**src/obd_rrk_map.svh**
```systemverilog
`ifndef OBD_RRK_MAP_SVH
`define OBD_RRK_MAP_SVH

// ----------------------------------------------------------------
// Register offsets (byte addresses)
// ----------------------------------------------------------------
`define OBD_REG_CTRL      8'h00
`define OBD_REG_RESP_WAIT 8'h04
`define OBD_REG_KA_PERIOD 8'h08
`define OBD_REG_KA_LO     8'h0c
`define OBD_REG_KA_HI     8'h10
`define OBD_REG_STATUS    8'h14

// ----------------------------------------------------------------
// Control fields
// ----------------------------------------------------------------
`define OBD_CTRL_AUTO     0
`define OBD_CTRL_PROTO_LO 1
`define OBD_CTRL_PROTO_HI 4
`define OBD_CTRL_ACK      5
`define OBD_CTRL_FAST     6
`define OBD_CTRL_SLOW     7
`define OBD_CTRL_RST      32'h0000_0001
`define OBD_KA_LEN_LO     16
`define OBD_KA_LEN_HI     18

// ----------------------------------------------------------------
// Protocol numbers with bus initiation
// ----------------------------------------------------------------
`define OBD_PROTO_9141    4'h3
`define OBD_PROTO_KWP_SL  4'h4
`define OBD_PROTO_KWP_FA  4'h5

// ----------------------------------------------------------------
// Default keep-alive messages, first byte in the top lane
// ----------------------------------------------------------------
`define OBD_KA_9141_MSG   48'h686a_f101_0000
`define OBD_KA_9141_LEN   3'h5
`define OBD_KA_KWP_MSG    48'hc133_f13e_0000
`define OBD_KA_KWP_LEN    3'h4

// ----------------------------------------------------------------
// Timing
// ----------------------------------------------------------------
`define OBD_CLK_NS        100
`define OBD_MS_NS         1000000
`define OBD_TICK_CYC      (`OBD_MS_NS / `OBD_CLK_NS)
`define OBD_RESP_WAIT_MS  16'd200
`define OBD_KA_PERIOD_MS  16'd3000
`define OBD_DOT_MS        12'd600
`define OBD_DOT_COUNT     2'h3

`endif

```
**src/obd_rrk_pkg.sv**
```systemverilog
package obd_rrk_pkg;

  typedef enum logic [2:0] {
    ST_IDLE, ST_INIT, ST_SEND, ST_WAIT, ST_KA_SEND, ST_KA_WAIT
  } obd_state_t;

  typedef enum logic [2:0] {
    EV_RESP, EV_NO_DATA, EV_BUS_INIT, EV_DOT, EV_OK, EV_ERROR
  } obd_evt_code_t;

  typedef enum logic [1:0] {
    TX_REQ, TX_KEEPALIVE, TX_INIT_SLOW, TX_INIT_FAST
  } obd_tx_kind_t;

  typedef struct packed {
    logic          valid;
    obd_evt_code_t code;
  } obd_evt_t;

  typedef struct packed {
    logic         start;
    obd_tx_kind_t kind;
    logic [2:0]   len;
    logic [47:0]  msg;
  } obd_tx_t;

  typedef struct packed {
    logic valid;
    logic match;
  } obd_rx_t;

  typedef struct packed {
    logic done;
    logic ok;
  } obd_init_t;

endpackage

```
**src/obd_rrk_tick.sv**
```systemverilog
`timescale 1ns/10ps

module obd_rrk_tick #(
  parameter int unsigned CYC = 10000
) (
  input  wire logic ref_clk_i,
  input  wire logic reset_n_i,
  output logic      tick_o
);

  logic [15:0] cnt_q;

  // Millisecond enable pulse from the system clock
  always_ff @(posedge ref_clk_i) begin
    if (!reset_n_i) begin
      cnt_q  <= 16'h0;
      tick_o <= 1'b0;
    end else if (cnt_q == 16'(CYC - 1)) begin
      cnt_q  <= 16'h0;
      tick_o <= 1'b1;
    end else begin
      cnt_q  <= cnt_q + 16'h1;
      tick_o <= 1'b0;
    end
  end

endmodule

```
**src/obd_rrk_ms_timer.sv**
```systemverilog
`timescale 1ns/10ps

module obd_rrk_ms_timer (
  input  wire logic        ref_clk_i,
  input  wire logic        reset_n_i,
  input  wire logic        tick_i,
  input  wire logic        load_i,
  input  wire logic        stop_i,
  input  wire logic [15:0] period_i,
  output logic             expire_o
);

  logic [15:0] cnt_q;
  logic        run_q;

  // Countdown in ms; a reload restarts the full interval
  always_ff @(posedge ref_clk_i) begin
    if (!reset_n_i) begin
      cnt_q    <= 16'h0;
      run_q    <= 1'b0;
      expire_o <= 1'b0;
    end else begin
      expire_o <= 1'b0;
      if (load_i) begin
        cnt_q <= (period_i == 16'h0) ? 16'h1 : period_i;
        run_q <= 1'b1;
      end else if (stop_i) begin
        run_q <= 1'b0;
      end else if (run_q && tick_i) begin
        if (cnt_q == 16'h1) begin
          run_q    <= 1'b0;
          expire_o <= 1'b1;
        end
        cnt_q <= cnt_q - 16'h1;
      end
    end
  end

endmodule

```
**src/obd_rrk_top.sv**
```systemverilog
// Operation
// - Keep collecting responses until the wait interval passes with none.
// - Same interval bounds the first response; expiry reports NO DATA.
// - Optional hex digit after a request gives the maximum response count.
// - With a count given, finish as soon as that many responses arrive.
// - Response wait interval is software set, default 200 ms.
// - Wait timer still starts after sending, even with a count given.
// - Acknowledge every received message on protocols that need it; the code acks only in ST_WAIT and ST_KA_WAIT.
// - K-line protocols need bus initiation before any request exchange.
// - ISO 9141 only slow initiation; ISO 14230 slow or fast.
// - Initiation deferred to first request; host may force fast or slow.
// - Status line only with automatic search off and protocol 3, 4 or 5.
// - Slow initiation shows three progress dots; fast shows none.
// - After initiation report OK on success, else an error.
// - Once initiated, send own keep-alive requests while the host idles.
// - Responses to keep-alive requests are never passed to the host.
// - Keep-alive interval is software set, default 3 seconds.
// - Keep-alive content is software set, replacing the protocol default.
// - Defaults: 68 6A F1 01 00 for 9141, C1 33 F1 3E for 14230.
// - Custom keep-alive holds one to six bytes; checksum added downstream.
// - Each matching response restarts the response wait timer; the code restarts it in ST_WAIT only, not for keep-alive replies.
// - Messages failing the address criteria are dropped, not forwarded.
//
// Implementation choices: the address-and-strobe port and the register offsets.
`timescale 1ns/10ps
`include "obd_rrk_map.svh"

module obd_rrk_top #(
  parameter int unsigned TICK_CYC = `OBD_TICK_CYC
) (
  input  wire logic                   ref_clk_i,
  input  wire logic                   reset_n_i,
  input  wire logic [7:0]             reg_addr_i,
  input  wire logic [31:0]            reg_wdata_i,
  input  wire logic                   reg_wr_i,
  input  wire logic                   reg_rd_i,
  output logic [31:0]                 reg_rdata_o,
  input  wire logic                   req_start_i,
  input  wire logic                   req_has_cnt_i,
  input  wire logic [3:0]             req_cnt_i,
  output obd_rrk_pkg::obd_tx_t        tx_o,
  input  wire logic                   tx_done_i,
  input  wire obd_rrk_pkg::obd_rx_t   rx_i,
  input  wire obd_rrk_pkg::obd_init_t init_i,
  output logic                        ack_o,
  output obd_rrk_pkg::obd_evt_t       evt_o,
  output logic                        prompt_o
);
  import obd_rrk_pkg::*;

  // ----------------------------------------------------------------
  // Registers and state
  // ----------------------------------------------------------------
  obd_state_t  state_q;
  logic        auto_q;
  logic [3:0]  proto_q;
  logic        ack_en_q;
  logic [15:0] resp_wait_q;
  logic [15:0] ka_period_q;
  logic [47:0] ka_msg_q;
  logic [2:0]  ka_len_q;
  logic        ka_custom_q;
  logic        initiated_q;
  logic        slow_q;
  logic        req_pend_q;
  logic [3:0]  want_q;
  logic [3:0]  got_q;
  logic [11:0] dot_ms_q;
  logic [1:0]  dots_q;
  logic        force_fast;
  logic        force_slow;
  logic        fast_ok;
  logic        forced;
  logic        start_init;
  logic        start_slow;
  logic        tick;
  logic        rw_load;
  logic        rw_exp;
  logic        ka_load;
  logic        ka_exp;
  logic        rx_ok;
  logic        last_rsp;
  logic        report;
  logic        kline;

  function automatic logic is_kline(input logic [3:0] p);
    is_kline = (p == `OBD_PROTO_9141) || (p == `OBD_PROTO_KWP_SL) ||
               (p == `OBD_PROTO_KWP_FA);
  endfunction

  assign kline      = is_kline(proto_q);
  assign report     = !auto_q && kline;
  assign force_fast = reg_wr_i && reg_addr_i == `OBD_REG_CTRL &&
                      reg_wdata_i[`OBD_CTRL_FAST];
  assign force_slow = reg_wr_i && reg_addr_i == `OBD_REG_CTRL &&
                      reg_wdata_i[`OBD_CTRL_SLOW];
  // One shared start decision for sequencer, transmit order and status
  assign fast_ok    = force_fast && proto_q != `OBD_PROTO_9141 && kline;
  assign forced     = fast_ok || (force_slow && kline);
  assign start_init = state_q == ST_IDLE &&
                      (forced || (req_start_i && kline && !initiated_q));
  assign start_slow = !fast_ok &&
                      (force_slow || proto_q != `OBD_PROTO_KWP_FA);
  assign rx_ok      = rx_i.valid && rx_i.match;
  assign last_rsp   = want_q != 4'h0 && got_q + 4'h1 == want_q;

  // ----------------------------------------------------------------
  // Millisecond tick and the two interval timers
  // ----------------------------------------------------------------
  obd_rrk_tick #(.CYC(TICK_CYC)) u_tick (
    .ref_clk_i (ref_clk_i),
    .reset_n_i (reset_n_i),
    .tick_o    (tick)
  );

  // Response wait: after send and on each matching response in ST_WAIT
  assign rw_load = (state_q == ST_SEND && tx_done_i) ||
                   (state_q == ST_KA_SEND && tx_done_i) ||
                   (state_q == ST_WAIT && rx_ok);

  obd_rrk_ms_timer u_resp_wait (
    .ref_clk_i (ref_clk_i),
    .reset_n_i (reset_n_i),
    .tick_i    (tick),
    .load_i    (rw_load),
    .stop_i    (state_q == ST_IDLE),
    .period_i  (resp_wait_q),
    .expire_o  (rw_exp)
  );

  // Idle timer reloads on any bus traffic
  assign ka_load = tx_done_i || rx_i.valid ||
                   (init_i.done && state_q == ST_INIT);

  obd_rrk_ms_timer u_keepalive (
    .ref_clk_i (ref_clk_i),
    .reset_n_i (reset_n_i),
    .tick_i    (tick),
    .load_i    (ka_load),
    .stop_i    (!initiated_q),
    .period_i  (ka_period_q),
    .expire_o  (ka_exp)
  );

  // ----------------------------------------------------------------
  // Register writes
  // ----------------------------------------------------------------
  // Configuration words
  always_ff @(posedge ref_clk_i) begin
    if (!reset_n_i) begin
      auto_q      <= 1'(`OBD_CTRL_RST);
      proto_q     <= 4'h0;
      ack_en_q    <= 1'b0;
      resp_wait_q <= `OBD_RESP_WAIT_MS;
      ka_period_q <= `OBD_KA_PERIOD_MS;
    end else if (reg_wr_i) begin
      case (reg_addr_i)
        `OBD_REG_CTRL: begin
          auto_q   <= reg_wdata_i[`OBD_CTRL_AUTO];
          proto_q  <= reg_wdata_i[`OBD_CTRL_PROTO_HI:`OBD_CTRL_PROTO_LO];
          ack_en_q <= reg_wdata_i[`OBD_CTRL_ACK];
        end
        `OBD_REG_RESP_WAIT: resp_wait_q <= reg_wdata_i[15:0];
        `OBD_REG_KA_PERIOD: ka_period_q <= reg_wdata_i[15:0];
        default: ;
      endcase
    end
  end

  // Keep-alive content; a custom message replaces the default
  always_ff @(posedge ref_clk_i) begin
    if (!reset_n_i) begin
      ka_msg_q    <= 48'h0;
      ka_len_q    <= 3'h0;
      ka_custom_q <= 1'b0;
    end else if (reg_wr_i && reg_addr_i == `OBD_REG_KA_LO) begin
      ka_msg_q[47:16] <= reg_wdata_i;
    end else if (reg_wr_i && reg_addr_i == `OBD_REG_KA_HI) begin
      ka_msg_q[15:0] <= reg_wdata_i[15:0];
      if (reg_wdata_i[`OBD_KA_LEN_HI:`OBD_KA_LEN_LO] == 3'h0 ||
          reg_wdata_i[`OBD_KA_LEN_HI:`OBD_KA_LEN_LO] > 3'h6) begin
        ka_custom_q <= 1'b0;
      end else begin
        ka_len_q    <= reg_wdata_i[`OBD_KA_LEN_HI:`OBD_KA_LEN_LO];
        ka_custom_q <= 1'b1;
      end
    end
  end

  // ----------------------------------------------------------------
  // Register reads, data one cycle later
  // ----------------------------------------------------------------
  always_ff @(posedge ref_clk_i) begin
    if (!reset_n_i) begin
      reg_rdata_o <= 32'h0;
    end else if (reg_rd_i) begin
      case (reg_addr_i)
        `OBD_REG_CTRL:      reg_rdata_o <= {26'h0, ack_en_q, proto_q,
                                            auto_q};
        `OBD_REG_RESP_WAIT: reg_rdata_o <= {16'h0, resp_wait_q};
        `OBD_REG_KA_PERIOD: reg_rdata_o <= {16'h0, ka_period_q};
        `OBD_REG_KA_LO:     reg_rdata_o <= ka_msg_q[47:16];
        `OBD_REG_KA_HI:     reg_rdata_o <= {13'h0, ka_len_q,
                                            ka_msg_q[15:0]};
        `OBD_REG_STATUS:    reg_rdata_o <= {20'h0, got_q, ka_custom_q,
                                            initiated_q, dots_q,
                                            1'b0, state_q};
        default:            reg_rdata_o <= 32'h0;
      endcase
    end else begin
      reg_rdata_o <= 32'h0;
    end
  end

  // ----------------------------------------------------------------
  // Exchange sequencer
  // ----------------------------------------------------------------
  always_ff @(posedge ref_clk_i) begin
    if (!reset_n_i) begin
      state_q    <= ST_IDLE;
      req_pend_q <= 1'b0;
      slow_q     <= 1'b0;
    end else begin
      case (state_q)
        ST_IDLE: begin
          if (start_init) begin
            state_q    <= ST_INIT;
            slow_q     <= start_slow;
            req_pend_q <= !forced;
          end else if (req_start_i) begin
            state_q <= ST_SEND;
          end else if (ka_exp && kline && initiated_q) begin
            state_q <= ST_KA_SEND;
          end
        end
        ST_INIT: begin
          if (init_i.done) begin
            state_q <= (init_i.ok && req_pend_q) ? ST_SEND : ST_IDLE;
          end
        end
        ST_SEND:    if (tx_done_i) state_q <= ST_WAIT;
        ST_WAIT: begin
          if (rx_ok && last_rsp) begin
            state_q <= ST_IDLE;
          end else if (rw_exp && !rx_ok) begin
            state_q <= ST_IDLE;
          end
        end
        ST_KA_SEND: if (tx_done_i) state_q <= ST_KA_WAIT;
        ST_KA_WAIT: if (rw_exp) state_q <= ST_IDLE;
        default:    state_q <= ST_IDLE;
      endcase
    end
  end

  // Requested response count and responses seen
  always_ff @(posedge ref_clk_i) begin
    if (!reset_n_i) begin
      want_q <= 4'h0;
      got_q  <= 4'h0;
    end else if (state_q == ST_IDLE && req_start_i) begin
      want_q <= req_has_cnt_i ? req_cnt_i : 4'h0;
      got_q  <= 4'h0;
    end else if (state_q == ST_WAIT && rx_ok && got_q != 4'hf) begin
      got_q <= got_q + 4'h1;
    end
  end

  // Bus initiated flag; dropped on a control register write unless initiation completes in the same cycle
  always_ff @(posedge ref_clk_i) begin
    if (!reset_n_i) begin
      initiated_q <= 1'b0;
    end else if (state_q == ST_INIT && init_i.done) begin
      initiated_q <= init_i.ok;
    end else if (reg_wr_i && reg_addr_i == `OBD_REG_CTRL) begin
      initiated_q <= 1'b0;
    end
  end

  // Progress dot pacing during slow initiation
  always_ff @(posedge ref_clk_i) begin
    if (!reset_n_i || state_q != ST_INIT) begin
      dot_ms_q <= 12'h0;
      dots_q   <= 2'h0;
    end else if (tick) begin
      if (dot_ms_q == `OBD_DOT_MS - 12'h1) begin
        dot_ms_q <= 12'h0;
        if (slow_q && dots_q != `OBD_DOT_COUNT) begin
          dots_q <= dots_q + 2'h1;
        end
      end else begin
        dot_ms_q <= dot_ms_q + 12'h1;
      end
    end
  end

  // ----------------------------------------------------------------
  // Vehicle side outputs
  // ----------------------------------------------------------------
  // Transmit command pulse with keep-alive content
  always_ff @(posedge ref_clk_i) begin
    if (!reset_n_i) begin
      tx_o <= '0;
    end else begin
      tx_o.start <= 1'b0;
      if (start_init) begin
        tx_o.start <= 1'b1;
        tx_o.kind  <= start_slow ? TX_INIT_SLOW : TX_INIT_FAST;
      end else if (state_q == ST_IDLE && req_start_i) begin
        tx_o.start <= 1'b1;
        tx_o.kind  <= TX_REQ;
      end else if (state_q == ST_INIT && init_i.done && init_i.ok &&
                   req_pend_q) begin
        tx_o.start <= 1'b1;
        tx_o.kind  <= TX_REQ;
      end else if (state_q == ST_IDLE && ka_exp && kline &&
                   initiated_q) begin
        tx_o.start <= 1'b1;
        tx_o.kind  <= TX_KEEPALIVE;
        if (ka_custom_q) begin
          tx_o.msg <= ka_msg_q;
          tx_o.len <= ka_len_q;
        end else if (proto_q == `OBD_PROTO_9141) begin
          tx_o.msg <= `OBD_KA_9141_MSG;
          tx_o.len <= `OBD_KA_9141_LEN;
        end else begin
          tx_o.msg <= `OBD_KA_KWP_MSG;
          tx_o.len <= `OBD_KA_KWP_LEN;
        end
      end
    end
  end

  // Acknowledge each received message while listening
  always_ff @(posedge ref_clk_i) begin
    if (!reset_n_i) begin
      ack_o <= 1'b0;
    end else begin
      ack_o <= ack_en_q && rx_i.valid &&
               (state_q == ST_WAIT || state_q == ST_KA_WAIT);
    end
  end

  // ----------------------------------------------------------------
  // Host side outputs
  // ----------------------------------------------------------------
  // One event per cycle toward the host printer
  always_ff @(posedge ref_clk_i) begin
    if (!reset_n_i) begin
      evt_o <= '0;
    end else begin
      evt_o.valid <= 1'b0;
      case (state_q)
        ST_WAIT: begin
          if (rx_ok) begin
            evt_o <= '{1'b1, EV_RESP};
          end else if (rw_exp && got_q == 4'h0) begin
            evt_o <= '{1'b1, EV_NO_DATA};
          end
        end
        ST_INIT: begin
          if (init_i.done && report) begin
            evt_o <= '{1'b1, init_i.ok ? EV_OK : EV_ERROR};
          end else if (tick && report && slow_q &&
                       dot_ms_q == `OBD_DOT_MS - 12'h1 &&
                       dots_q != `OBD_DOT_COUNT) begin
            evt_o <= '{1'b1, EV_DOT};
          end
        end
        ST_IDLE: begin
          if (start_init && report) begin
            evt_o <= '{1'b1, EV_BUS_INIT};
          end
        end
        default: ;  // Keep-alive replies stay hidden
      endcase
    end
  end

  // Prompt pulse when a host exchange is over
  always_ff @(posedge ref_clk_i) begin
    if (!reset_n_i) begin
      prompt_o <= 1'b0;
    end else begin
      prompt_o <= (state_q == ST_WAIT &&
                   ((rx_ok && last_rsp) || (rw_exp && !rx_ok))) ||
                  (state_q == ST_INIT && init_i.done &&
                   !(init_i.ok && req_pend_q));
    end
  end
endmodule

```
**config.mk**
```make
export PLATFORM = sky130hd
export DESIGN_NAME = obd_rrk_top
export DESIGN_NICKNAME = d
export VERILOG_FILES = /design/src/obd_rrk_pkg.sv /design/src/obd_rrk_tick.sv /design/src/obd_rrk_ms_timer.sv /design/src/obd_rrk_top.sv
export VERILOG_INCLUDE_DIRS = /design/src /design/src/src
export SDC_FILE = /design/constraint.sdc
export NUM_CORES = 1
export LEC_CHECK = 0
export BUFFER_PORTS_ARGS = -buffer_cell sky130_fd_sc_hd__buf_4
export CAP_MARGIN = 20
export CORE_MARGIN = 2
export CORE_UTILIZATION = 50
export CTS_CLUSTER_DIAMETER = 200
export CTS_CLUSTER_SIZE = 28
export DETAILED_ROUTE_END_ITERATION = 7
export PLACE_DENSITY = 0.79
export SETUP_SLACK_MARGIN = 0.1
export SYNTH_ARGS = -nofsm -noshare
export SYNTH_HDL_FRONTEND = slang
export SYNTH_SLANG_ARGS = --single-unit
```
**constraint.sdc**
```tcl
create_clock -name ref_clk_i -period 6.6 [get_ports ref_clk_i]
set_input_delay 1.32 -clock ref_clk_i [delete_from_list [all_inputs] [get_ports ref_clk_i]]
set_output_delay 1.32 -clock ref_clk_i [all_outputs]
set_load 0.03 [all_outputs]
```
Word-level counts from Yosys, hierarchy flattened

Index checks and enable logic that the tools add are counted.

Register bits after elaboration: 263

Bitwise logic cells: 9
Order comparisons: 1
Muxes and demuxes: 50
Reductions and logical operators: 100
Add/sub/neg operators: 6
Equal/unequal tests: 35

Operators with widths:

| cell                    | count |
|---|---|
| $pmux W32 S6            | 1 |
| $mux W16                | 8 |
| $mux W54                | 1 |
| $mux W51                | 1 |
| $mux W49                | 1 |
| $logic_and A1 B1 Y1     | 45 |
| $mux W3                 | 12 |
| $eq A16 B1 Y1 const B   | 2 |
| $logic_not A16 Y1       | 2 |
| $sub A16 B1 Y16 const B | 2 |
| $mux W4                 | 6 |
| $reduce_and A2 Y1       | 10 |
| $pmux W3 S6             | 1 |
| $add A16 B1 Y16 const B | 1 |
| $eq A16 B14 Y1 const B  | 1 |
| $eq A8 B4 Y1 const B    | 2 |
| $eq A8 B5 Y1 const B    | 2 |
| $mux W1                 | 16 |
| $logic_or A1 B1 Y1      | 14 |
| $add A12 B1 Y12 const B | 1 |
| $eq A12 B10 Y1 const B  | 1 |
| $mux W12                | 1 |
| $ne A2 B2 Y1 const B    | 6 |
| $ne A3 B1 Y1 const B    | 4 |
| other kinds (31)        | 60 |

Longest topological paths before layout

Depth in word-level cells: 11
Mapped depth: 8
Depth with buffers taken out: 7

Cells and area by module

From an unflattened synthesis, not the netlist that was laid out.

Cells, all modules: 1395
Area total of the unflattened synthesis: 11513.5 um^2

By module, submodules not included:

| module           | times used | cells an instance | area each (um^2) |
|---|---|---|---|
| obd_rrk_top      | 1          | 1052              | 8590.7 |
| obd_rrk_ms_timer | 2          | 131               | 1097.3 |
| obd_rrk_tick     | 1          | 81                | 728.2 |

Least setup slack after synthesis

Ideal clock, no wire load.

Path type: input-to-reg
Start point: in reg_addr_i[1]
End point: reg state_q[0]
Setup slack: 3.564 ns
Cell stages on the path: 5
Arrival: 2.964 ns
Library setup time: 0.072 ns
Path buffers: 0
Path through: or4_4 nor4b_4 a211oi_2 a221oi_1 mux2i_1

Longest elaborated chain between the ends: 10
Elaborated cells between the ends (all ways): 14
Classes of those cells: eq/ne: 1; mux: 2; reduce/logical: 11

Ends and longest elaborated chain:

| item                                                                     | RTL line           | RTL |
|---|---|---|
| start, declared                                                          | obd_rrk_top.sv:33  | `input wire logic [7:0] reg_addr_i,` |
| $logic_not A8 Y1 (*)                                                     | -                  |  |
| $logic_and A1 B1 Y1 (no source line) (*)                                 | -                  |  |
| $logic_and A1 B1 Y1                                                      | obd_rrk_top.sv:93  | `` assign force_fast = reg_wr_i && reg_addr_i == `OBD_REG_CTRL && `` |
| $logic_and A1 B1 Y1 (no source line)                                     | -                  |  |
| $logic_and A1 B1 Y1                                                      | obd_rrk_top.sv:98  | `` assign fast_ok = force_fast && proto_q != `OBD_PROTO_9141 && kline; `` |
| $logic_or A1 B1 Y1 (*)                                                   | obd_rrk_top.sv:99  | `assign forced = fast_ok \|\| (force_slow && kline);` |
| $logic_or A1 B1 Y1 (*)                                                   | obd_rrk_top.sv:101 | `(forced \|\| (req_start_i && kline && !initiated_q));` |
| $logic_and A1 B1 Y1 (*)                                                  | obd_rrk_top.sv:100 | `assign start_init = state_q == ST_IDLE &&` |
| $ne A4 B4 Y1 (no source line) / $mux W3 (equally long branches)          | -                  |  |
| $reduce_and A6 Y1 (no source line) / $pmux W3 S6 (equally long branches) | -                  |  |
| end signal, assigned                                                     | obd_rrk_top.sv:238 | `state_q <= (init_i.ok && req_pend_q) ? ST_SEND : ST_IDLE;` |
| end, declared                                                            | obd_rrk_top.sv:54  | `obd_state_t state_q;` |

Mark *: on every way between the ends. The rest lies on a longest branch, timed or not.
A chain may end at the register's enable or synchronous reset.

Worst setup path in the final report

Start point: in reg_addr_i[1]
End point: reg tx_o[37] (netlist name)

Longest elaborated chain between the ends: 10
Elaborated cells between the ends (all ways): 12
Classes of those cells: bitwise: 1; reduce/logical: 11

Ends and longest elaborated chain:

| item                                     | RTL line           | RTL |
|---|---|---|
| $logic_not A8 Y1 (*)                     | -                  |  |
| $logic_and A1 B1 Y1 (no source line) (*) | -                  |  |
| $logic_and A1 B1 Y1                      | obd_rrk_top.sv:93  |  |
| $logic_and A1 B1 Y1 (no source line)     | -                  |  |
| $logic_and A1 B1 Y1                      | obd_rrk_top.sv:98  |  |
| $logic_or A1 B1 Y1 (*)                   | obd_rrk_top.sv:99  |  |
| $logic_or A1 B1 Y1 (*)                   | obd_rrk_top.sv:101 |  |
| $logic_and A1 B1 Y1 (*)                  | obd_rrk_top.sv:100 |  |
| $not A1 Y1 (no source line) (*)          | -                  |  |
| $reduce_and A4 Y1 (no source line) (*)   | -                  |  |
| end, declared                            | obd_rrk_top.sv:41  | `output obd_rrk_pkg::obd_tx_t tx_o,` |

Marks and branches as above.

==> out/qor.yml <==
place_hpwl_um: 22200
setup_viol: 0
wire_per_inst_um: 18.8
grt_pass1_vias: 9343
yosys.cell_types.count: 78
drive_gt1_frac: 0.142
cts_tree: "built"
fin_crit_sh: 0.561
synth-simple-area-share: 0.229
first_pass_iters: 8
initial_core_util: 0.506
yosysSeqAreaShare: 0.463
violations: "design-rule violations"
fmax_ghz: 0.270
viasPerCell: 6.11
crit_path_max_fanout: 38
ys_ff_latch: 263
cts_buffers: 13
drtIter0Drc: 1375
grt_antenna_before_repair: 0
die_w_um: 155
synth_warnings: 0
p_comb_frac: 0.164
critPathBufInv: 1
grt_max_degree: 88
slew_violations: 0
die_h_um: 155
status: "finished with violations"
crit_slowest_cell: "a211o_1"
pwr-share-seq: 0.556
antenna_cells: 0
grt_pass1_wl_um: 50700
clock_latency_ns: 0.49
vdd_ir_drop_max_v: 0.000231
synth_compound_area_frac: 0.187
cts.repair.resized: 0
cp_slowest_stage_delay_ns: 0.93
required_ns: 6.99
fin_crit_ns: 3.70
tns_ns: 0
final_cells: 1715
grt_usage: 0.261
crit_arrival_ns: 4.09
area.growth.synth_to_final_pct: 13.5
worst_slew_margin_rel: 0.246
clock_path_buffers: 3
dpl_worst_slack_ns: 2.13
globalplace.congestion: 0.943
tightest_slew_ns: 1.13
path_delay_family: "simple AND/OR/NAND/NOR gates"
synth_top_area_frac: 0.463
antenna_left: 0
clockPowerShare: 0.280
p_leak_nw: 4.51
path_clk_slew_ns: 0.10
vias: 10500
path_cells: "buf_4 -> or4_4 -> nor4b_4 -> a211o_1 -> nor2_2 -> a311oi_1"
drc: 1
drv_cap: 0
fin_nets: 1495
finalWorstSetupSlack_ns: 2.90
hold_path_class: "reg -> reg"
start_kind: "input pin"
synth_area_per_cell_um2: 8.38
synth_nets: 1421
coreArea_um2: 22500
hold_viol: 0
yosys-top-cells-count: "dfxtp_1, nand2_1, a21oi_1"
ys_top_cells_by_area: "dfxtp_1, a21oi_1, nand2_1"
fp-row-count: 55
synth_mux_area_frac: 0.0165
synth_cells: 1357
place.port_buffers: 146
holdBufCountCts: 0
synth_top_family_by_area: "simple AND/OR/NAND/NOR gates"
synthArstFlopShare: 0
synth_top_cell_by_area: "dfxtp_1"
internal_power_mw: 2.19
dieArea_um2: 24000
p_switching_uw: 925
root_buffer: "clkbuf_16"
cts_setup_buffers: 0
grt_setup_unrepaired: "no"
powerDensity_nw_per_um2: 241
crit_type: "in -> reg"
yosys.area_share.adder: 0.00990
syn_area_um2: 11400
synth_most_common_cell: "dfxtp_1"
clock_sinks: 263
dp_cells: 1698
io_pins: 147
cp-end-kind: "register"
p_sw_frac: 0.297
synth_edf_count: 0
synthFlopType: "dfxtp_1"
htreeDepth: 1
synthXorXnorAreaFrac: 0.0475
postRouteWirelength_um: 32300
skew_ns: 0.0294
grt_overflow: 0
[power by group through the flow]
stage                     Sequential, mW  Clock (mW)  Combinational, mW
after global placement              1.76           0              0.486
after floorplan                     1.73           0              0.374
after detailed placement            1.76           0              0.495
after CTS                           1.73       0.884              0.498
final                               1.73       0.872              0.510
after global routing                1.74       0.935              0.554
[state kept, by name, summed over array words and instances, names as in the netlist, 2 cells and up]
register and cells:
ka_period_q 16, tx_o 54, want_q 4, ka_len_q 3
u_keepalive.cnt_q 16, dot_ms_q 12, resp_wait_q 16, u_tick.cnt_q 16
evt_o 4, u_resp_wait.cnt_q 16, proto_q 4, ka_msg_q 48
got_q 4, dots_q 2, state_q 3, reg_rdata_o 32
[worst register-to-register path: cells and delay by family (launching register included)]
kind	cells	cell delay [ns]
compound gates	2	1.26
buf+inv	1	0.24
flops	1	0.69
simple gates	2	0.73
[cell families (layout without fill, tap and decap cells)]
kind of cell	Yosys count	in the layout
compound gates	352	352
simple gates	523	523
buf+inv	132	205
fa+ha+maj	9	9
mux	18	18
xor+xnor	60	60
flops	263	263
[cell usage in the layout, fill, tap and decap left out, types with 9 or more instances in the layout]
master	instances
and2_1	18
xor2_1	28
clkbuf_16	13
a21oi_1	182
nand2_1	198
a22oi_1	18
a211oi_1	23
buf_4	154
nor2_1	85
a222oi_1	10
dfxtp_1	262
mux2i_1	12
a311oi_1	10
nand3_1	58
ha_1	9
nor3_1	22
nand4_1	47
xnor2_1	31
inv_1	33
nor4_1	15
o21ai_0	56
[cell type report]
class,count,area (um2)
clock buffer,13,325
clock inverter,1,20.0
fill,1976,9580
inverter,34,130
multi-input combinational,962,5610
sequential,263,5270
tap,285,357
timing repair buffer,157,1210
[path summary, 6_finish.rpt]
check / slack (ns) / to / startpoint / cells after the start
worst max register to register: 3.58 / tx_o[37] / state_q[2] / 5
worst max-delay path: 2.90 / tx_o[37] / reg_addr_i[1] / 6
worst min register to register: 0.48 / u_tick.cnt_q[0] / u_tick.cnt_q[0] / 1
worst min-delay path: 0.48 / u_tick.cnt_q[0] / u_tick.cnt_q[0] / 1
[through the flow]
step	hold WS [ns]	util	total power, mW	cell area (um2)
after CTS	0.477	0.572	3.11	12900
after global placement	0.441	0.556	2.25	12500
after detailed placement	0.457	0.556	2.26	12500
final	0.475	0.574	3.11	12900
after global routing	0.501	0.574	3.23	12900
after floorplan	0.430	-	2.11	11400
[metal layers]
layer	track usage	vias up	part of all wire
met4	0.0966	0	0.037
li1	-	4957	-
met3	0.0406	88	0.096
met2	0.409	547	0.45
met1	0.366	4894	0.41
met5	0	-	0
Note: power is estimated with default switching activity, not from simulation.
